### src/logic/cfgrb_pkg.sv
// Purpose: Shared constants and types for the configuration readback block
// Assumes: 32-bit classic Wishbone slave, 50 MHz system clock
// Notes: Offsets are byte addresses, one aligned word per register
`default_nettype none
package cfgrb_pkg;
   // Register offsets
   localparam logic [7:0] CFGRB_CTRL_OFS = 8'h00;
   localparam logic [7:0] CFGRB_STATUS_OFS = 8'h04;
   localparam logic [7:0] CFGRB_FIDX_OFS = 8'h08;
   localparam logic [7:0] CFGRB_FDATA_OFS = 8'h0c;
   localparam logic [7:0] CFGRB_CRC_OFS = 8'h10;
   localparam logic [7:0] CFGRB_CAPT_OFS = 8'h14;
   // Control field positions and reset value
   localparam int CFGRB_CTRL_ABORT_BIT = 0;
   localparam int CFGRB_CTRL_CAPT_BIT = 1;
   localparam int CFGRB_CTRL_UCLK_BIT = 2;
   localparam int CFGRB_CTRL_W = 3;
   localparam logic [2:0] CFGRB_CTRL_RESET = 3'h0;
   // Status field positions
   localparam int CFGRB_ST_RIP_BIT = 0;
   localparam int CFGRB_ST_LOAD_BIT = 1;
   localparam int CFGRB_ST_PHERR_BIT = 2;
   localparam int CFGRB_ST_REINIT_BIT = 3;
   localparam int CFGRB_ST_STATE_LSB = 4;
   localparam int CFGRB_ST_FRAME_LSB = 8;
   // Stream layout
   localparam int CFGRB_DUMMY_BITS = 5;
   localparam int CFGRB_FIRST_HIGH_BITS = 2;
   localparam int CFGRB_CHECK_BITS = 4;
   localparam int CFGRB_LAST_HIGH_BITS = 7;
   localparam int CFGRB_CRC_BITS = 11;
   localparam int CFGRB_LOAD_CYCLES = 6;
   localparam logic [10:0] CFGRB_CRC_POLY = 11'h005;
   localparam logic [10:0] CFGRB_CRC_INIT = 11'h000;
   // Readback clock phase limits while the shift register loads
   localparam int CFGRB_CLK_PERIOD_NS = 20;
   localparam int CFGRB_PHASE_MIN_NS = 250;
   localparam int CFGRB_PHASE_MAX_NS = 500;
   localparam int CFGRB_PHASE_MIN_CYC =
      (CFGRB_PHASE_MIN_NS + CFGRB_CLK_PERIOD_NS - 1) / CFGRB_CLK_PERIOD_NS;
   localparam int CFGRB_PHASE_MAX_CYC =
      CFGRB_PHASE_MAX_NS / CFGRB_CLK_PERIOD_NS;
   // Stream sequencer, Gray codes along the usual path except CHECK back to START
   typedef enum logic [2:0] {
      CFGRB_IDLE = 3'h0,
      CFGRB_DUMMY = 3'h1,
      CFGRB_START = 3'h3,
      CFGRB_DATA = 3'h2,
      CFGRB_CHECK = 3'h6,
      CFGRB_CRCST = 3'h7,
      CFGRB_CRC = 3'h5,
      CFGRB_REINIT = 3'h4
   } cfgrb_state_t;
endpackage
`default_nettype wire

### src/logic/cfgrb_pin_sync.sv
// Purpose: Two-flop synchroniser with edge detection for one pin
// Assumes: Pin is asynchronous to clk_sys
// Notes: Edges come from the second and third flops only
`timescale 1ns/10ps
`default_nettype none
module cfgrb_pin_sync
(
   input wire logic clk_sys,
   input wire logic reset,
   input wire logic clkEn,
   input wire logic pinIn,
   output logic level,
   output logic rise,
   output logic fall
);
   logic meta_reg;
   logic sync_reg;
   logic prev_reg;

   // First flop feeds only the second
   always_ff @(posedge clk_sys)
   begin
      if (reset)
      begin
         meta_reg <= 1'b0;
         sync_reg <= 1'b0;
         prev_reg <= 1'b0;
      end
      else if (clkEn)
      begin
         meta_reg <= pinIn;
         sync_reg <= meta_reg;
         prev_reg <= sync_reg;
      end
   end

   // Edge pulses last one enabled cycle
   assign level = sync_reg;
   assign rise = clkEn & sync_reg & ~prev_reg;
   assign fall = clkEn & ~sync_reg & prev_reg;
endmodule // cfgrb_pin_sync
`default_nettype wire

### src/logic/cfgrb_readback_ctrl.sv
// Purpose: Serial readback of frame memory and captured state
// Assumes: Trigger and readback clocks are pins, sampled on clk_sys
// Notes: Registers on classic Wishbone, one-wait-state answer
// How it works
// - Abort option: trigger fall ends readback
// - Progress flag high exactly during readback
// - Configuration clock unless user clock selected
// - State and data advance on readback rises
// - Next frame loads in six-cycle window
// - Trigger high at finish starts readback
// - Progress rises next clock; then one bit/edge
// - Five high dummies, low start, two highs
// - Four high checks; start, CRC, then end
// - Capture samples inverted state on trigger
//
// The Wishbone slave port and the placing of the registers were chosen for this implementation.
`timescale 1ns/10ps
`default_nettype none
module cfgrb_readback_ctrl
#(
   parameter int FRAME_W = 32,
   parameter int NUM_FRAMES = 4,
   parameter int CAPT_FRAME = 1
)
(
   input wire logic clk_sys,
   input wire logic reset,
   input wire logic clkEn,
   input wire logic wb_cyc_i,
   input wire logic wb_stb_i,
   input wire logic wb_we_i,
   input wire logic [7:0] wb_adr_i,
   input wire logic [3:0] wb_sel_i,
   input wire logic [31:0] wb_dat_i,
   output logic [31:0] wb_dat_o,
   output logic wb_ack_o,
   input wire logic readback_trigger,
   input wire logic configuration_clock,
   input wire logic userReadbackClock,
   input wire logic startupFinished,
   input wire logic [FRAME_W-1:0] captureIn,
   output logic readbackData,
   output logic read_in_progress
);
   localparam int FIW = (NUM_FRAMES > 1) ? $clog2(NUM_FRAMES) : 1;
   localparam int BCW = $clog2(FRAME_W + 16);
   localparam int CRCW = cfgrb_pkg::CFGRB_CRC_BITS;

   // Merge write data into a word under byte enables
   function automatic logic [31:0] mergeBytes(input logic [31:0] old,
      input logic [31:0] wdat, input logic [3:0] sel);
      logic [31:0] res;
      res = old;
      for (int i = 0; i < 4; i++)
      begin
         if (sel[i])
            res[i*8 +: 8] = wdat[i*8 +: 8];
      end
      return res;
   endfunction

   // One step of the signature over a sent data bit
   function automatic logic [CRCW-1:0] crcStep(input logic [CRCW-1:0] c,
      input logic b);
      logic fb;
      fb = c[CRCW-1] ^ b;
      return {c[CRCW-2:0], 1'b0} ^ (fb ? cfgrb_pkg::CFGRB_CRC_POLY :
         cfgrb_pkg::CFGRB_CRC_INIT);
   endfunction

   logic [FRAME_W-1:0] frameMem_reg [NUM_FRAMES];
   logic [FRAME_W-1:0] captureReg_reg;
   logic [cfgrb_pkg::CFGRB_CTRL_W-1:0] ctrl_reg;
   logic [FIW-1:0] fidx_reg;
   cfgrb_pkg::cfgrb_state_t state_reg;
   logic [BCW-1:0] bitCnt_reg;
   logic [FIW-1:0] frame_reg;
   logic [FRAME_W-1:0] shift_reg;
   logic [FRAME_W-1:0] stage_reg;
   logic [CRCW-1:0] crc_reg;
   logic [CRCW-1:0] crcOut_reg;
   logic [CRCW-1:0] crcLast_reg;
   logic startPend_reg;
   logic abortPend_reg;
   logic finPrev_reg;
   logic phErr_reg;
   logic [5:0] phCnt_reg;
   logic ack_reg;
   logic [31:0] rdat_reg;

   // Frame word as it leaves the device
   function automatic logic [FRAME_W-1:0] frameWord(input logic [FIW-1:0] i,
      input logic [FRAME_W-1:0] mem, input logic [FRAME_W-1:0] capt,
      input logic captEn);
      logic [FRAME_W-1:0] w;
      w = (captEn && int'(i) == CAPT_FRAME) ? capt : mem;
      if (int'(i) == 0)
         w[FRAME_W-1 -: cfgrb_pkg::CFGRB_FIRST_HIGH_BITS] = '1;
      if (int'(i) == NUM_FRAMES - 1)
         w[cfgrb_pkg::CFGRB_LAST_HIGH_BITS-1:0] = '1;
      return w;
   endfunction

   // Pin synchronisers
   logic trigLevel, trigRise, trigFall;
   logic cfgRise, cfgFall;
   logic usrRise, usrFall;

   cfgrb_pin_sync trigSync
   (
      .clk_sys(clk_sys),
      .reset(reset),
      .clkEn(clkEn),
      .pinIn(readback_trigger),
      .level(trigLevel),
      .rise(trigRise),
      .fall(trigFall)
   );

   cfgrb_pin_sync cfgClkSync
   (
      .clk_sys(clk_sys),
      .reset(reset),
      .clkEn(clkEn),
      .pinIn(configuration_clock),
      .level(),
      .rise(cfgRise),
      .fall(cfgFall)
   );

   cfgrb_pin_sync usrClkSync
   (
      .clk_sys(clk_sys),
      .reset(reset),
      .clkEn(clkEn),
      .pinIn(userReadbackClock),
      .level(),
      .rise(usrRise),
      .fall(usrFall)
   );

   // Clock select and event decode
   wire abortEn = ctrl_reg[cfgrb_pkg::CFGRB_CTRL_ABORT_BIT];
   wire captEn = ctrl_reg[cfgrb_pkg::CFGRB_CTRL_CAPT_BIT];
   wire userSel = ctrl_reg[cfgrb_pkg::CFGRB_CTRL_UCLK_BIT];
   wire rdClkRise = userSel ? usrRise : cfgRise;
   wire rdClkEdge = userSel ? (usrRise | usrFall) : (cfgRise | cfgFall);
   wire idle = (state_reg == cfgrb_pkg::CFGRB_IDLE);
   wire finRise = clkEn & startupFinished & ~finPrev_reg;
   // Trigger rises before start-up finishes are not taken; the finish
   // itself then starts the first readback if the trigger is high
   wire startReq = idle & ~startPend_reg & startupFinished &
      (trigRise | (finRise & trigLevel));
   wire abortReq = abortEn & trigFall & read_in_progress;
   wire lastFrame = (int'(frame_reg) == NUM_FRAMES - 1);
   wire lastData = (bitCnt_reg == BCW'(FRAME_W - 1));
   wire lastCheck = (bitCnt_reg == BCW'(cfgrb_pkg::CFGRB_CHECK_BITS - 1));
   wire [FIW-1:0] nextFrame = frame_reg + FIW'(1);
   wire [FRAME_W-1:0] word0 = frameWord(FIW'(0), frameMem_reg[0],
      captureReg_reg, captEn);
   wire [FRAME_W-1:0] wordNext = frameWord(nextFrame,
      frameMem_reg[nextFrame], captureReg_reg, captEn);

   // Six edges up to and including each start bit
   wire loadWindow = (state_reg == cfgrb_pkg::CFGRB_DUMMY) |
      (state_reg == cfgrb_pkg::CFGRB_START) |
      (state_reg == cfgrb_pkg::CFGRB_CRCST) |
      (state_reg == cfgrb_pkg::CFGRB_CHECK) |
      ((state_reg == cfgrb_pkg::CFGRB_DATA) & lastData);

   // Wishbone decode
   wire wbReq = wb_cyc_i & wb_stb_i;
   wire wbWr = wbReq & wb_we_i & ack_reg & clkEn;
   wire selCtrl = (wb_adr_i == cfgrb_pkg::CFGRB_CTRL_OFS);
   wire selStat = (wb_adr_i == cfgrb_pkg::CFGRB_STATUS_OFS);
   wire selFidx = (wb_adr_i == cfgrb_pkg::CFGRB_FIDX_OFS);
   wire selFdat = (wb_adr_i == cfgrb_pkg::CFGRB_FDATA_OFS);
   wire selCrc = (wb_adr_i == cfgrb_pkg::CFGRB_CRC_OFS);
   wire selCapt = (wb_adr_i == cfgrb_pkg::CFGRB_CAPT_OFS);
   wire [31:0] ctrlWide = {{(32 - cfgrb_pkg::CFGRB_CTRL_W){1'b0}}, ctrl_reg};
   wire [31:0] ctrlMerged = mergeBytes(ctrlWide, wb_dat_i, wb_sel_i);
   wire [31:0] fdatWide = 32'(frameMem_reg[fidx_reg]);
   wire [31:0] fdatMerged = mergeBytes(fdatWide, wb_dat_i, wb_sel_i);
   wire phClr = wbWr & selStat & wb_sel_i[0] &
      wb_dat_i[cfgrb_pkg::CFGRB_ST_PHERR_BIT];
   wire phBad = rdClkEdge & read_in_progress & loadWindow &
      ((int'(phCnt_reg) < cfgrb_pkg::CFGRB_PHASE_MIN_CYC - 1) |
      (int'(phCnt_reg) > cfgrb_pkg::CFGRB_PHASE_MAX_CYC));

   // Status word; sampling jitter of one cycle is tolerated
   wire [31:0] statusWord = 32'({frame_reg, 1'b0, state_reg,
      (state_reg == cfgrb_pkg::CFGRB_REINIT), phErr_reg, loadWindow,
      read_in_progress});

   wire [31:0] readMux = selCtrl ? ctrlWide :
      selStat ? statusWord :
      selFidx ? 32'(fidx_reg) :
      selFdat ? fdatWide :
      selCrc ? 32'(crcLast_reg) :
      selCapt ? 32'(captureReg_reg) : 32'h0000_0000;

   // Bus slave: ack one cycle after request, write on ack edge
   always_ff @(posedge clk_sys)
   begin
      if (reset)
      begin
         ack_reg <= 1'b0;
         rdat_reg <= 32'h0000_0000;
      end
      else if (clkEn)
      begin
         ack_reg <= wbReq & ~ack_reg;
         if (wbReq & ~ack_reg)
            rdat_reg <= readMux;
      end
   end

   // Software-written control and frame index
   always_ff @(posedge clk_sys)
   begin
      if (reset)
      begin
         ctrl_reg <= cfgrb_pkg::CFGRB_CTRL_RESET;
         fidx_reg <= '0;
      end
      else if (wbWr & selCtrl)
         ctrl_reg <= ctrlMerged[cfgrb_pkg::CFGRB_CTRL_W-1:0];
      else if (wbWr & selFidx & wb_sel_i[0])
         fidx_reg <= wb_dat_i[FIW-1:0];
   end

   // Frame storage; no reset, software fills it before readback
   always_ff @(posedge clk_sys)
   begin
      if (wbWr & selFdat)
         frameMem_reg[fidx_reg] <= fdatMerged[FRAME_W-1:0];
   end

   // Trigger bookkeeping in the system domain
   always_ff @(posedge clk_sys)
   begin
      if (reset)
      begin
         startPend_reg <= 1'b0;
         abortPend_reg <= 1'b0;
         finPrev_reg <= 1'b0;
         captureReg_reg <= '0;
      end
      else if (clkEn)
      begin
         finPrev_reg <= startupFinished;
         if (startReq)
            startPend_reg <= 1'b1;
         else if (rdClkRise & idle)
            startPend_reg <= 1'b0;
         else if (abortEn & trigFall)
            startPend_reg <= 1'b0;
         if (startReq & captEn)
            captureReg_reg <= ~captureIn;
         if (abortReq)
            abortPend_reg <= 1'b1;
         else if (rdClkRise)
            abortPend_reg <= 1'b0;
      end
   end

   // Phase monitor; a new error wins over a clear
   always_ff @(posedge clk_sys)
   begin
      if (reset)
      begin
         phCnt_reg <= 6'h00;
         phErr_reg <= 1'b0;
      end
      else if (clkEn)
      begin
         if (rdClkEdge)
            phCnt_reg <= 6'h01;
         else if (phCnt_reg != 6'h3f)
            phCnt_reg <= phCnt_reg + 6'h01;
         if (phBad)
            phErr_reg <= 1'b1;
         else if (phClr)
            phErr_reg <= 1'b0;
      end
   end

   // Stream sequencer; moves only on selected readback clock rises
   always_ff @(posedge clk_sys)
   begin
      if (reset)
      begin
         state_reg <= cfgrb_pkg::CFGRB_IDLE;
         read_in_progress <= 1'b0;
         readbackData <= 1'b1;
         bitCnt_reg <= '0;
         frame_reg <= '0;
         shift_reg <= '0;
         stage_reg <= '0;
         crc_reg <= cfgrb_pkg::CFGRB_CRC_INIT;
         crcOut_reg <= cfgrb_pkg::CFGRB_CRC_INIT;
         crcLast_reg <= cfgrb_pkg::CFGRB_CRC_INIT;
      end
      else if (clkEn & rdClkRise)
      begin
         if (abortPend_reg & read_in_progress)
         begin
            // Recovery edge before a new trigger is accepted
            state_reg <= cfgrb_pkg::CFGRB_REINIT;
            read_in_progress <= 1'b0;
            readbackData <= 1'b1;
         end
         else
         begin
            case (state_reg)
               cfgrb_pkg::CFGRB_IDLE:
               begin
                  if (startPend_reg)
                  begin
                     state_reg <= cfgrb_pkg::CFGRB_DUMMY;
                     read_in_progress <= 1'b1;
                     bitCnt_reg <= '0;
                     frame_reg <= '0;
                     crc_reg <= cfgrb_pkg::CFGRB_CRC_INIT;
                  end
               end
               cfgrb_pkg::CFGRB_DUMMY:
               begin
                  readbackData <= 1'b1;
                  if (bitCnt_reg == '0)
                     stage_reg <= word0;
                  bitCnt_reg <= bitCnt_reg + BCW'(1);
                  if (bitCnt_reg == BCW'(cfgrb_pkg::CFGRB_DUMMY_BITS - 1))
                     state_reg <= cfgrb_pkg::CFGRB_START;
               end
               cfgrb_pkg::CFGRB_START:
               begin
                  readbackData <= 1'b0;
                  shift_reg <= stage_reg;
                  bitCnt_reg <= '0;
                  state_reg <= cfgrb_pkg::CFGRB_DATA;
               end
               cfgrb_pkg::CFGRB_DATA:
               begin
                  readbackData <= shift_reg[FRAME_W-1];
                  shift_reg <= {shift_reg[FRAME_W-2:0], 1'b0};
                  crc_reg <= crcStep(crc_reg, shift_reg[FRAME_W-1]);
                  bitCnt_reg <= bitCnt_reg + BCW'(1);
                  if (lastData)
                  begin
                     if (!lastFrame)
                        stage_reg <= wordNext;
                     bitCnt_reg <= '0;
                     state_reg <= cfgrb_pkg::CFGRB_CHECK;
                  end
               end
               cfgrb_pkg::CFGRB_CHECK:
               begin
                  readbackData <= 1'b1;
                  bitCnt_reg <= bitCnt_reg + BCW'(1);
                  if (lastCheck)
                  begin
                     if (lastFrame)
                        state_reg <= cfgrb_pkg::CFGRB_CRCST;
                     else
                     begin
                        frame_reg <= nextFrame;
                        state_reg <= cfgrb_pkg::CFGRB_START;
                     end
                  end
               end
               cfgrb_pkg::CFGRB_CRCST:
               begin
                  readbackData <= 1'b0;
                  crcOut_reg <= crc_reg;
                  crcLast_reg <= crc_reg;
                  bitCnt_reg <= '0;
                  state_reg <= cfgrb_pkg::CFGRB_CRC;
               end
               cfgrb_pkg::CFGRB_CRC:
               begin
                  readbackData <= crcOut_reg[CRCW-1];
                  crcOut_reg <= {crcOut_reg[CRCW-2:0], 1'b0};
                  bitCnt_reg <= bitCnt_reg + BCW'(1);
                  if (bitCnt_reg == BCW'(CRCW - 1))
                     state_reg <= cfgrb_pkg::CFGRB_REINIT;
               end
               cfgrb_pkg::CFGRB_REINIT:
               begin
                  // Flag drops one edge after the last signature bit
                  read_in_progress <= 1'b0;
                  readbackData <= 1'b1;
                  state_reg <= cfgrb_pkg::CFGRB_IDLE;
               end
               default:
               begin
                  state_reg <= cfgrb_pkg::CFGRB_IDLE;
                  read_in_progress <= 1'b0;
               end
            endcase
         end
      end
   end

   assign wb_ack_o = ack_reg;
   assign wb_dat_o = rdat_reg;
endmodule // cfgrb_readback_ctrl
`default_nettype wire

### config.mk
export PLATFORM = sky130hd
export DESIGN_NAME = cfgrb_readback_ctrl
export DESIGN_NICKNAME = d
export VERILOG_FILES = /design/src/logic/cfgrb_pkg.sv /design/src/logic/cfgrb_pin_sync.sv /design/src/logic/cfgrb_readback_ctrl.sv
export SDC_FILE = /design/constraint.sdc
export NUM_CORES = 1
export LEC_CHECK = 0
export BUFFER_PORTS_ARGS = -buffer_cell sky130_fd_sc_hd__buf_4
export CAP_MARGIN = 20
export CELL_PAD_IN_SITES_DETAIL_PLACEMENT = 1
export CELL_PAD_IN_SITES_GLOBAL_PLACEMENT = 1
export CORE_AREA = 2 2 201 153
export DETAILED_ROUTE_END_ITERATION = 8
export DIE_AREA = 0 0 203 155
export GPL_TIMING_DRIVEN = 1
export PLACE_DENSITY_LB_ADDON = 0.12
export SYNTH_ARGS = -nofsm -noshare
export SYNTH_HDL_FRONTEND = slang
export SYNTH_SLANG_ARGS = --single-unit
### constraint.sdc
create_clock -name clk_sys -period 6.35 [get_ports clk_sys]
set_input_delay 0.635 -clock clk_sys [delete_from_list [all_inputs] [get_ports clk_sys]]
set_output_delay 0.635 -clock clk_sys [all_outputs]
set_load 0.005 [all_outputs]
# After elaboration in Yosys (flattened, before gate mapping)
# Memories as Yosys holds them, arrays and structs flattened. A register that Yosys moved wholly into a read port is not among the register bits.
# Cells that the tools add are included.
# W data, S select, Z words.
# op_classes
n_addsub,3
magnitude_cmp,2
eq_ne,31
muxes,57
n_bitwise,62
reduce_logical,38
# op_table
op,count
$mux W32,10
$pmux W32 S2,2
$pmux W11 S2,2
$and A1 B1 Y1,40
$mux W8,4
$not A32 Y32,1
$mux W3,8
$mux W6,4
$pmux W3 S8,1
$pmux W6 S4,1
$reduce_and A2 Y1,9
$reduce_and A6 Y1,3
$eq A8 B4 Y1 const B,2
$eq A8 B5 Y1 const B,2
$reduce_bool A2 Y1,8
$mux W1,14
$add A6 B1 Y6 const B,2
$eq A3 B3 Y1 const B,4
$mux W2,6
$reduce_and A3 Y1,4
$mux W11,1
$not A1 Y1,11
$xor A11 B3 Y11,1
$ne A2 B2 Y1 const B,5
other kinds (34),48
# totals
regBits,199
mem_bits_rw,128
in_bits,86
output_inout_bits,35
elab_cells,223
mem_count,1
# memory_table
name,words,width,rd,rd_ports_with_merged_regs,write_ports,line,rtl
frameMem_reg,4,32,3,1,1,cfgrb_readback_ctrl.sv:71,logic [FRAME_W-1:0] frameMem_reg [NUM_FRAMES];

# Logic depth before layout (Yosys ltp)
# Gate-level depths: netlist (run 1).
# logic_depth
ltp_word,10
depth_mapped,11
mapped_depth_nobuf,7

# Modules after synthesis
# Synthesis (run 1) repeated with hierarchy kept, for this count alone.
# unflattened
hier_cells,1397
hier_area_um2,15008.1
# modules_own_cells
mod,n_inst,cells_each,area_each_um2,seq_area_each_um2
cfgrb_readback_ctrl,1,1361,14659.1,7687.4
cfgrb_pin_sync,3,12,116.4,60.1

# Worst setup path before layout (run 1)
# OpenSTA, ideal clock, no wires.
# synth_timing
kind,input to register
start,input wb_adr_i[1]
end,"memory frameMem_reg[1][0], enable pin"
setup_ns,0.468
arrival_ns,4.094
t_required_ns,5.882
slack_ns,1.788
stages,4
path_buffers,0
cell_sequence,or3_1 -> nor4_1 -> nand4_1 -> nor3b_1
# synth_via
elab_chain_cells,4
# synth_lines
element,line,rtl
"start, declared",cfgrb_readback_ctrl.sv:32,"input wire logic [7:0] wb_adr_i,"
$eq A8 B4 Y1,cfgrb_readback_ctrl.sv:177,wire selFdat = (wb_adr_i == cfgrb_pkg::CFGRB_FDATA_OFS);
$and A1 B1 Y1,cfgrb_readback_ctrl.sv:235,if (wbWr & selFdat)
$mux W1,cfgrb_readback_ctrl.sv:235,
$mux W1 (implied by the code),cfgrb_readback_ctrl.sv:236,frameMem_reg[fidx_reg] <= fdatMerged[FRAME_W-1:0];
"end, declared",cfgrb_readback_ctrl.sv:71,
# No other way between the ends.

# Worst setup path in the final report (run 1)
# layout_timing
start,register state_reg[1]
end,register stage_reg[29]
# layout_via
elab_chain_cells,3
word_cells_on_any_way,8
cone_classes,eq/ne: 5; mux: 1; reduce/logical: 2
# layout_lines
element,line,rtl
"start, declared",cfgrb_readback_ctrl.sv:75,cfgrb_pkg::cfgrb_state_t state_reg;
"start signal, assigned",cfgrb_readback_ctrl.sv:293,state_reg <= cfgrb_pkg::CFGRB_IDLE;
"start signal, assigned",cfgrb_readback_ctrl.sv:309,state_reg <= cfgrb_pkg::CFGRB_REINIT;
"start signal, assigned",cfgrb_readback_ctrl.sv:320,state_reg <= cfgrb_pkg::CFGRB_DUMMY;
$eq A3 B1 Y1 or $eq A3 B2 Y1 (tied branches),cfgrb_readback_ctrl.sv:315,case (state_reg)
$ne A2 B1 Y1 (no source line) (tied with other cells),--,
$reduce_and A6 Y1 (no source line),--,
"end signal, assigned",cfgrb_readback_ctrl.sv:331,stage_reg <= word0;
"end signal, assigned",cfgrb_readback_ctrl.sv:352,stage_reg <= wordNext;
"end, declared",cfgrb_readback_ctrl.sv:79,logic [FRAME_W-1:0] stage_reg;
# Parallel ways exist; a longest one is shown, timed or not.
# A chain may end at the register's enable or synchronous reset.

==> flow_summary.yaml, run 1 <==
die:
  dieArea_sq_um: 31500
  start_util_pct: 50.1
  num_rows: 55
  die_h_um: 155
  core-area_sq_um: 29700
  io_pins: 121
  die_w_um: 203
routing:
  dr_wl_met3_mm: 3.55
  viasPerCell: 6.22
  drt_wl_total_mm: 45.7
  top_layer: "met5"
  dr.pass1.iters: 5
  wl_met1_mm: 20.9
  wl_per_cell_um: 24.3
  drc_errors: 0
  drt_iter0_drc: 1120
  dr_wl_met2_mm: 20.3
  antenna_left: 0
  vias: 11700
place:
  gp_congestion: 0.841
  place_ws_ps: 2990
  place_area_sq_um: 16000
  port_buffers: 120
  hpwl_mm: 30.1
critical_path:
  required_ps: 6810
  crit_fanout: 65
  critPathKind: "reg -> reg"
  crit_chain: "or3b_2 > buf_4 > nor4_1 > o21a_1 > nand2_1 > a2bb2o_1"
  cpPeakStageDelay_ps: 700
  crit_cells: 6
  critPathLaunchType: "flop"
  crit_arrival_ps: 3890
  end_kind: "flop"
  crit_family: "simple AND/OR/NAND/NOR gates"
  crit_path_top_delay_cell: "dfxtp_1"
  rr_worst_depth: 6
  critical_path_buf_inv_count: 1
clock_network:
  cts_hold_buf: 0
  clock_path_buffers: 3
  ctsResizeCount: 0
  cts_setup_buffers: 0
  clock_latency_ps: 540
  cts_htree_levels: 2
  cts_buffers: 35
  clk_pin_slew_worst_paths_ps: 70
  cts_sinks: 329
  cts-root-buf: "clkbuf_16"
  cts_tree: "built"
synthesis:
  synth.largest_area_cell: "dfxtp_1"
  synth-edff-count: 128
  syn_inst: 1383
  yosysWarnings: 0
  synth-async-reset-ratio_pct: 0
  synth_cell_type_count: 65
  syn_area_sq_um: 14900
  synth.area.top_cells: "dfxtp_1, edfxtp_1, mux4_2"
  postSynthAreaPerCell_sq_um: 10.7
  ys.flop_type: "dfxtp_1"
  synth_top_area_share_pct: 27.1
  synth_nets: 1482
  synth_seq_cells: 329
  ys_seq_area_share_pct: 52.9
timing:
  final.period_utilization_pct: 54.0
  timing.final.hold_violations: 0
  holdWs_ps: 268
  finalSetupViolations: 0
  grt_setup_unrepaired: "false"
  worst_pin_slew_ps: 966
  max_slew_margin_pct: 35.5
  final_max_slew_viol_count: 0
  fmax_ghz: 0.292
  finalWorstSetupSlack_ps: 2920
  fin_setup_tns_ps: 0
  period_needed_ps: 3430
  fin_worst_skew_ps: 29.7
status:
  status: "finished, final reports clean"
finish:
  drive_above_1_share_pct: 21.5
  design_area_sq_um: 17200
  area_growth_pct: 16.0
  final_nets: 1555
  largest_reg_flops: 128
  diodes: 0
grt:
  grt_max_degree: 73
  grt_usage_pct: 29.5
  grt_pass1_vias: 12100
  antenna_found_initial: 1
  grt_pass1_wl_mm: 71.2
  grt_overflow: 0
power:
  power_density_nw_per_um2: 261
  total_leakage_power_uw: 0.00570
  total_power_uw: 4510
  peakVddDrop_mv: 0.153
hold_path:
  hold_depth: 2
  hold_path.class: "in -> reg"
job:
  cap_violations: 0
-- worst reg2reg max path, stage by stage, from the launching register on --
cell,delay (ps)
dfxtp_1,700
or3b_2,500
buf_4,360
nor4_1,380
o21a_1,430
nand2_1,570
a2bb2o_1,430
-- cells in the mapped netlist (22+ instances only) --
cell type / instances
a211oi_1: 45
a21oi_1: 84
a22oi_1: 22
a311oi_1: 44
buf_2: 30
clkbuf_1: 66
dfxtp_1: 201
edfxtp_1: 128
mux2_2: 32
mux2i_1: 24
mux4_2: 65
nand2_1: 229
nand3_1: 32
nor2_1: 119
o21ai_0: 57
o2bb2ai_1: 26
-- metal layers --
layer	global-route usage, %	vias to the layer above
li1	-	5295
met4	7.51	4
met3	4.88	64
met5	1.86	-
met2	44.7	422
met1	43.9	5918
-- area by class of cell --
cell class | count | area (sq um)
Fill cell | 3122 | 12400
Sequential cell | 329 | 7870
Multi-Input combinational cell | 930 | 6520
Timing Repair Buffer | 144 | 1100
Clock buffer | 44 | 960
Tap cell | 399 | 499
Clock inverter | 20 | 235
Inverter | 16 | 60.1
-- kinds of logic after synthesis --
kind of cell	after synthesis	share of synthesized area, %
fa+ha+maj	13	1.09
xor+xnor	8	0.471
compound gates	322	14.6
mux	121	13.9
flops	329	52.9
simple gates	466	13.6
buf+inv	124	3.43
-- path summary, 6_finish.rpt --
kind,from,endpoint,slack (ps)
setup / recovery,state_reg[1],stage_reg[29],2920
hold / removal,captureIn[30],captureReg_reg[30],270
setup reg to reg,state_reg[1],stage_reg[29],2920
hold reg to reg,wb_dat_o[26],wb_dat_o[26],450
-- power by group --
part	leakage (uW)	internal, uW	total, uW	switching (uW)
registers	0.00277	2200	2200	6.10
clock network	0.000591	1280	2160	875
logic	0.00234	63.4	148	84.4
-- cells in the final DEF (no fill, tap or decap), types with 7 or more instances in the layout --
cell	instances
nand3_1	32
a21oi_1	84
ha_1	13
a22oi_1	22
nand2_1	229
o2bb2ai_1	26
nor4_1	7
nor2b_1	9
clkbuf_16	35
mux2_2	32
edfxtp_1	128
nor2_1	117
a311oi_1	44
inv_1	16
nor3_1	20
o211ai_1	8
a31oi_1	8
mux2i_1	24
dfxtp_1	199
o21ai_0	57
nand4_1	8
mux4_2	65
a211oi_1	44
and3_1	8
buf_4	141
-- through the flow --
stage,cells,util (%)
floorplan,1383,-
detailed placement,1815,54.0
CTS,1879,58.0
global placement,1815,54.0
global route,1882,58.1
finish,1882,58.1
No activity file was read; power rests on OpenSTA's default activity.
==> inputs of run 2 (changes only) <==
--- a/config.mk
+++ b/config.mk
@@ -9,9 +9,9 @@
 export CAP_MARGIN = 20
 export CELL_PAD_IN_SITES_DETAIL_PLACEMENT = 1
 export CELL_PAD_IN_SITES_GLOBAL_PLACEMENT = 1
-export CORE_AREA = 2 2 201 153
+export CORE_AREA = 2 2 207 158
 export DETAILED_ROUTE_END_ITERATION = 8
-export DIE_AREA = 0 0 203 155
+export DIE_AREA = 0 0 209 160
 export GPL_TIMING_DRIVEN = 1
 export PLACE_DENSITY_LB_ADDON = 0.12
 export SYNTH_ARGS = -nofsm -noshare
==> constraint.sdc (replaced) <==
create_clock -name clk_sys -period 3.3 [get_ports clk_sys]
set_input_delay 0.33 -clock clk_sys [delete_from_list [all_inputs] [get_ports clk_sys]]
set_output_delay 0.33 -clock clk_sys [all_outputs]
set_load 0.005 [all_outputs]
==> run 2 against run 1 <==
Compared with the run above: worst setup slack got worse by 2200 ps; combinational power increased by 110%; register-to-register slack got worse by 2200 ps; critical path type unchanged; largest power group unchanged; highest routed layer is now met4.
==> flow_summary.yaml, run 2 (synthesized netlist as in run 1, its figures left out) <==
status:
  status: "finished, final reports clean"
die:
  die_w_um: 209
  die_h_um: 160
  start_util_pct: 46.8
  io_pins: 121
  core-area_sq_um: 31700
  dieArea_sq_um: 33400
  num_rows: 57
timing:
  fmax_ghz: 0.384
  final.period_utilization_pct: 78.9
  worst_pin_slew_ps: 1100
  holdWs_ps: 17.1
  timing.final.hold_violations: 0
  finalSetupViolations: 0
  fin_worst_skew_ps: 13.3
  final_max_slew_viol_count: 0
  grt_setup_unrepaired: "false"
  max_slew_margin_pct: 26.9
  period_needed_ps: 2600
grt:
  grt_usage_pct: 27.8
  grt_overflow: 0
  grt_pass1_vias: 12200
  grt_max_degree: 96
  antenna_found_initial: 1
  grt_pass1_wl_mm: 71.7
finish:
  fin_cells: 1938
  largest_reg_flops: 128
  diodes: 0
  drive_above_1_share_pct: 21.9
  fill_cells: 3366
  layout_commonest_cell: "nand2_1"
  final_cell_mix: "nand2_1, dfxtp_1, buf_4, edfxtp_1, nor2_1"
  area_growth_pct: 18.7
  design_area_sq_um: 17600
  seq_area_sq_um: 7870
  multiInputGateArea_sq_um: 6520
  final_nets: 1598
clock_network:
  cts-root-buf: "clkbuf_16"
  clock_path_buffers: 3
  cts_tree: "built"
  cts_setup_buffers: 0
  cts_sinks: 329
  clock_latency_ps: 530
  cts_htree_levels: 2
  cts_buffers: 36
  clk_pin_slew_worst_paths_ps: 60
hold_path:
  hold_path.class: "in -> reg"
  min_from: "captureIn[10]"
routing:
  wl_per_cell_um: 23.9
  viasPerCell: 6.10
  vias: 11800
  drt_wl_total_mm: 46.4
  drt_iter0_drc: 1008
  antenna_left: 0
  drc_errors: 0
  dr.pass1.iters: 5
critical_path:
  crit_arrival_ps: 2990
  critPathKind: "reg -> reg"
  crit_start: "frame_reg[1]"
  required_ps: 3680
  crit_fanout: 13
  r2r-start: "frame_reg[1]"
  critPathLaunchType: "flop"
  end_kind: "flop"
place:
  gp_congestion: 0.827
  placed_cells: 1846
  hpwl_mm: 31.0
  place_area_sq_um: 16200
  port_buffers: 120
power:
  total_leakage_power_uw: 0.00589
  peakVddDrop_mv: 0.353
  power_density_nw_per_um2: 486
job:
  cap_violations: 0
==> run 2: changes by cell type in the layout (fill, tap and decap cells not counted), moves of 2 or more <==
cell and change:
buf_12 +2, buf_4 +14, bufinv_16 -3, clkbuf_1 -2, clkbuf_16 +3, clkinv_4 +3
dlygate4sd3_1 +28, inv_6 -2
==> run 2: layer usage <==
layer	track usage (%)	vias up	share of wire (%)
li1	-	5395	-
met1	40.3	5933	45
met2	43.7	435	46
met3	4.72	56	7.7
met4	6.72	0	1.7
met5	0	-	0
==> run 2: timing repair <==
item	in CTS	in global routing
resized for setup	0	0
hold buffers	28	0
endpoints found under the hold margin	28	0
==> run 2: stage by stage <==
stage               total power, uW  utilization, %  worst slack, ps  TNS [ps]
floorplan                      4450               -             -957    -84390
global placement               4600            51.0              612         0
detailed placement             4610            51.0              586         0
CTS                            8630            55.6              711         0
global route                   8830            55.6              541         0
finish                         8580            55.6              697         0
==> run 2: layout make-up <==
| class | instances | area share (%) |
|---|---|---|
| sequential | 329 | 44.6 |
| multi-input combinational | 930 | 36.9 |
| timing repair buffer | 186 | 8.52 |
| clock buffer | 44 | 5.74 |
| tap | 413 | 2.93 |
| clock inverter | 20 | 0.936 |
| inverter | 16 | 0.340 |
==> run 2: critical path, cell delays in order, from the launching register on <==
cell and delay (ps):
dfxtp_1 460, inv_1 110, ha_1 720, mux4_2 590, a21oi_1 430, a211oi_1 140
==> run 2: report_power, final <==
group | total (uW) | internal [uW] | leakage, uW | switching [uW]
combinational | 315 | 145 | 0.00253 | 170
sequential | 4240 | 4220 | 0.00277 | 11.6
clock | 4030 | 2350 | 0.000581 | 1680
total | 8580 | 6720 | 0.00589 | 1860
==> run 2: final timing paths <==
kind	endpoint	slack [ps]	cells past startpoint
setup / recovery	stage_reg[31]	700	5
hold reg to reg	stage_reg[0]	460	2
setup reg to reg	stage_reg[31]	700	5
hold / removal	captureReg_reg[10]	20	2
==> inputs of run 3 (changes only) <==
--- a/config.mk
+++ b/config.mk
@@ -9,9 +9,9 @@
 export CAP_MARGIN = 20
 export CELL_PAD_IN_SITES_DETAIL_PLACEMENT = 1
 export CELL_PAD_IN_SITES_GLOBAL_PLACEMENT = 1
-export CORE_AREA = 2 2 207 158
+export CORE_AREA = 2 2 218 167
 export DETAILED_ROUTE_END_ITERATION = 8
-export DIE_AREA = 0 0 209 160
+export DIE_AREA = 0 0 220 169
 export GPL_TIMING_DRIVEN = 1
 export PLACE_DENSITY_LB_ADDON = 0.12
 export SYNTH_ARGS = -nofsm -noshare
==> constraint.sdc (replaced) <==
create_clock -name clk_sys -period 2.1 [get_ports clk_sys]
set_input_delay 0.21 -clock clk_sys [delete_from_list [all_inputs] [get_ports clk_sys]]
set_output_delay 0.21 -clock clk_sys [all_outputs]
set_load 0.005 [all_outputs]
==> run 3 against run 2 <==
Compared with the run above: fmax up 27%; non-clock buffer count is 66 higher; total power up 55%; hold slack gained 33 ps; worst setup slack worse by 650 ps; flip-flop and latch count unchanged; first-iteration DRC count is 5.7% lower; utilization down 2.8 points; cell area is 5.1% higher; count of clock-buffer cells in the layout grew 7; combinational power increased by 69%; global-route usage fell by 2.1 points; critical endpoint is now crc_reg[6]; largest cell class unchanged.
==> flow_summary.yaml, run 3 (synthesized netlist as in run 1, its figures left out) <==
clock_network:
  cts-root-buf: "clkbuf_16"
  clk_pin_slew_worst_paths_ps: 60
  clock_latency_ps: 530
  cts_sinks: 329
  cts_htree_levels: 2
  clock_path_buffers: 3
  cts_tree: "built"
  cts_buffers: 36
critical_path:
  crit_family: "simple AND/OR/NAND/NOR gates"
  critPathKind: "reg -> reg"
  crit_start: "cfgClkSync.prev_reg"
  crit_cells: 7
  critPathLaunchType: "flop"
  cpPeakStageDelay_ps: 460
  cp-endpoint: "crc_reg[6]"
  required_ps: 2530
  crit_fanout: 5
  r2r-start: "cfgClkSync.prev_reg"
  crit_arrival_ps: 2480
  r2r_slack_ps: 50
  crit_chain: "or3b_4 > a21o_4 > buf_4 > nor4_4 > buf_2 > nand3_1 > a21oi_1"
  crit_path_top_delay_cell: "or3b_4"
  end_kind: "flop"
  critical_path_buf_inv_count: 2
  r2r_end: "crc_reg[6]"
  rr_worst_depth: 7
grt:
  grt_pass1_wl_mm: 73.1
  gr-max-usage-layer: "met1"
  grt_max_degree: 80
  globalRouteMet3Util_pct: 4.47
  met1_usage_pct: 39.0
  grt_overflow: 0
  grt_usage_pct: 25.7
  antenna_found_initial: 2
  grtUsageMet2_pct: 37.9
  grt_pass1_vias: 12400
timing:
  holdWs_ps: 50.0
  fmax_ghz: 0.488
  worst_pin_slew_ps: 728
  period_needed_ps: 2050
  fin_setup_tns_ps: 0
  fin_worst_skew_ps: 27.1
  timing.final.hold_violations: 0
  max_slew_margin_pct: 51.0
  final_max_slew_viol_count: 0
  final.period_utilization_pct: 97.6
  grt_setup_unrepaired: "true"
  finalSetupViolations: 0
place:
  place_area_sq_um: 16900
  gp_congestion: 0.869
  hpwl_mm: 33.1
  port_buffers: 120
finish:
  finish.utilization_pct: 52.8
  final_cell_mix: "nand2_1, dfxtp_1, buf_4, edfxtp_1, nor2_1"
  layout_commonest_cell: "nand2_1"
  diodes: 0
  design_area_sq_um: 18500
  area_growth_pct: 24.8
  largest_reg_flops: 128
  fill_cells: 3751
  final_nets: 1664
  drive_above_1_share_pct: 24.9
power:
  power_density_nw_per_um2: 719
  peakVddDrop_mv: 0.519
  total_power_uw: 13300
  total_leakage_power_uw: 0.00623
die:
  start_util_pct: 42.3
  die_h_um: 169
  die_w_um: 220
  dieArea_sq_um: 37200
  num_rows: 60
  core-area_sq_um: 35100
  io_pins: 121
status:
  status: "finished, final reports clean"
routing:
  viasPerCell: 5.80
  drc_errors: 0
  drt_wl_total_mm: 47.5
  antenna_left: 0
  vias: 11900
  drt_iter0_drc: 951
  wl_per_cell_um: 23.1
  dr.pass1.iters: 7
hold_path:
  hold_path.class: "in -> reg"
job:
  cap_violations: 0
## run 3: repair_timing
item / 4_1_cts / 5_1_grt
setup endpoints to repair: 0 / 110
hold buffers: 40 / 0
hold endpoints to repair: 41 / 0
gates resized for setup: 0 / 21
buffers inserted: 0 / 0
## run 3: routing by layer
metal | part of all wire, % | routed length, um
met5 | 0.038 | 18
met4 | 2.0 | 971
met3 | 5.9 | 2810
met2 | 43 | 20500
met1 | 49 | 23200
## run 3: metrics by stage
| step | setup slack (ps) | instances |
|---|---|---|
| detailed placement | -84.0 | 1949 |
| finish | 49.7 | 2056 |
| CTS | 18.5 | 2053 |
| global route | -29.9 | 2056 |
| floorplan | -477 | 1383 |
| global placement | -60.3 | 1949 |
## run 3: worst min path at each step
stage / startpoint / depth (start not counted) / end
final: wb_dat_i[31] / 2 / frameMem_reg[1][31]
after detailed placement: captureIn[7] / 2 / captureReg_reg[7]
after CTS: wb_dat_i[31] / 2 / frameMem_reg[1][31]
after global routing: wb_dat_i[31] / 2 / frameMem_reg[2][31]
after global placement: captureIn[28] / 2 / captureReg_reg[28]
after floorplan: captureIn[0] / 1 / captureReg_reg[0]
## run 3: layout make-up
class	count	area [sq um]	area share, %
clock buffers	51	1010	5.44
clock inverters	13	113	0.607
inverters	16	60.1	0.324
multi-input cells	930	6650	35.8
flip-flops and latches	329	7870	42.4
well taps	465	582	3.14
repair buffers	252	2270	12.2
## run 3: worst reg2reg max path, cell delays in order, from the launching register on
cell and delay (ps):
dfxtp_1 330, or3b_4 460, a21o_4 260, buf_4 160
nor4_4 280, buf_2 220, nand3_1 90, a21oi_1 160
## run 3: power by group
group / internal, uW / leakage [uW] / switching [uW]
registers: 6640 / 0.00277 / 17.8
logic: 260 / 0.00291 / 272
clock network: 3590 / 0.000541 / 2560
total: 10500 / 0.00623 / 2850
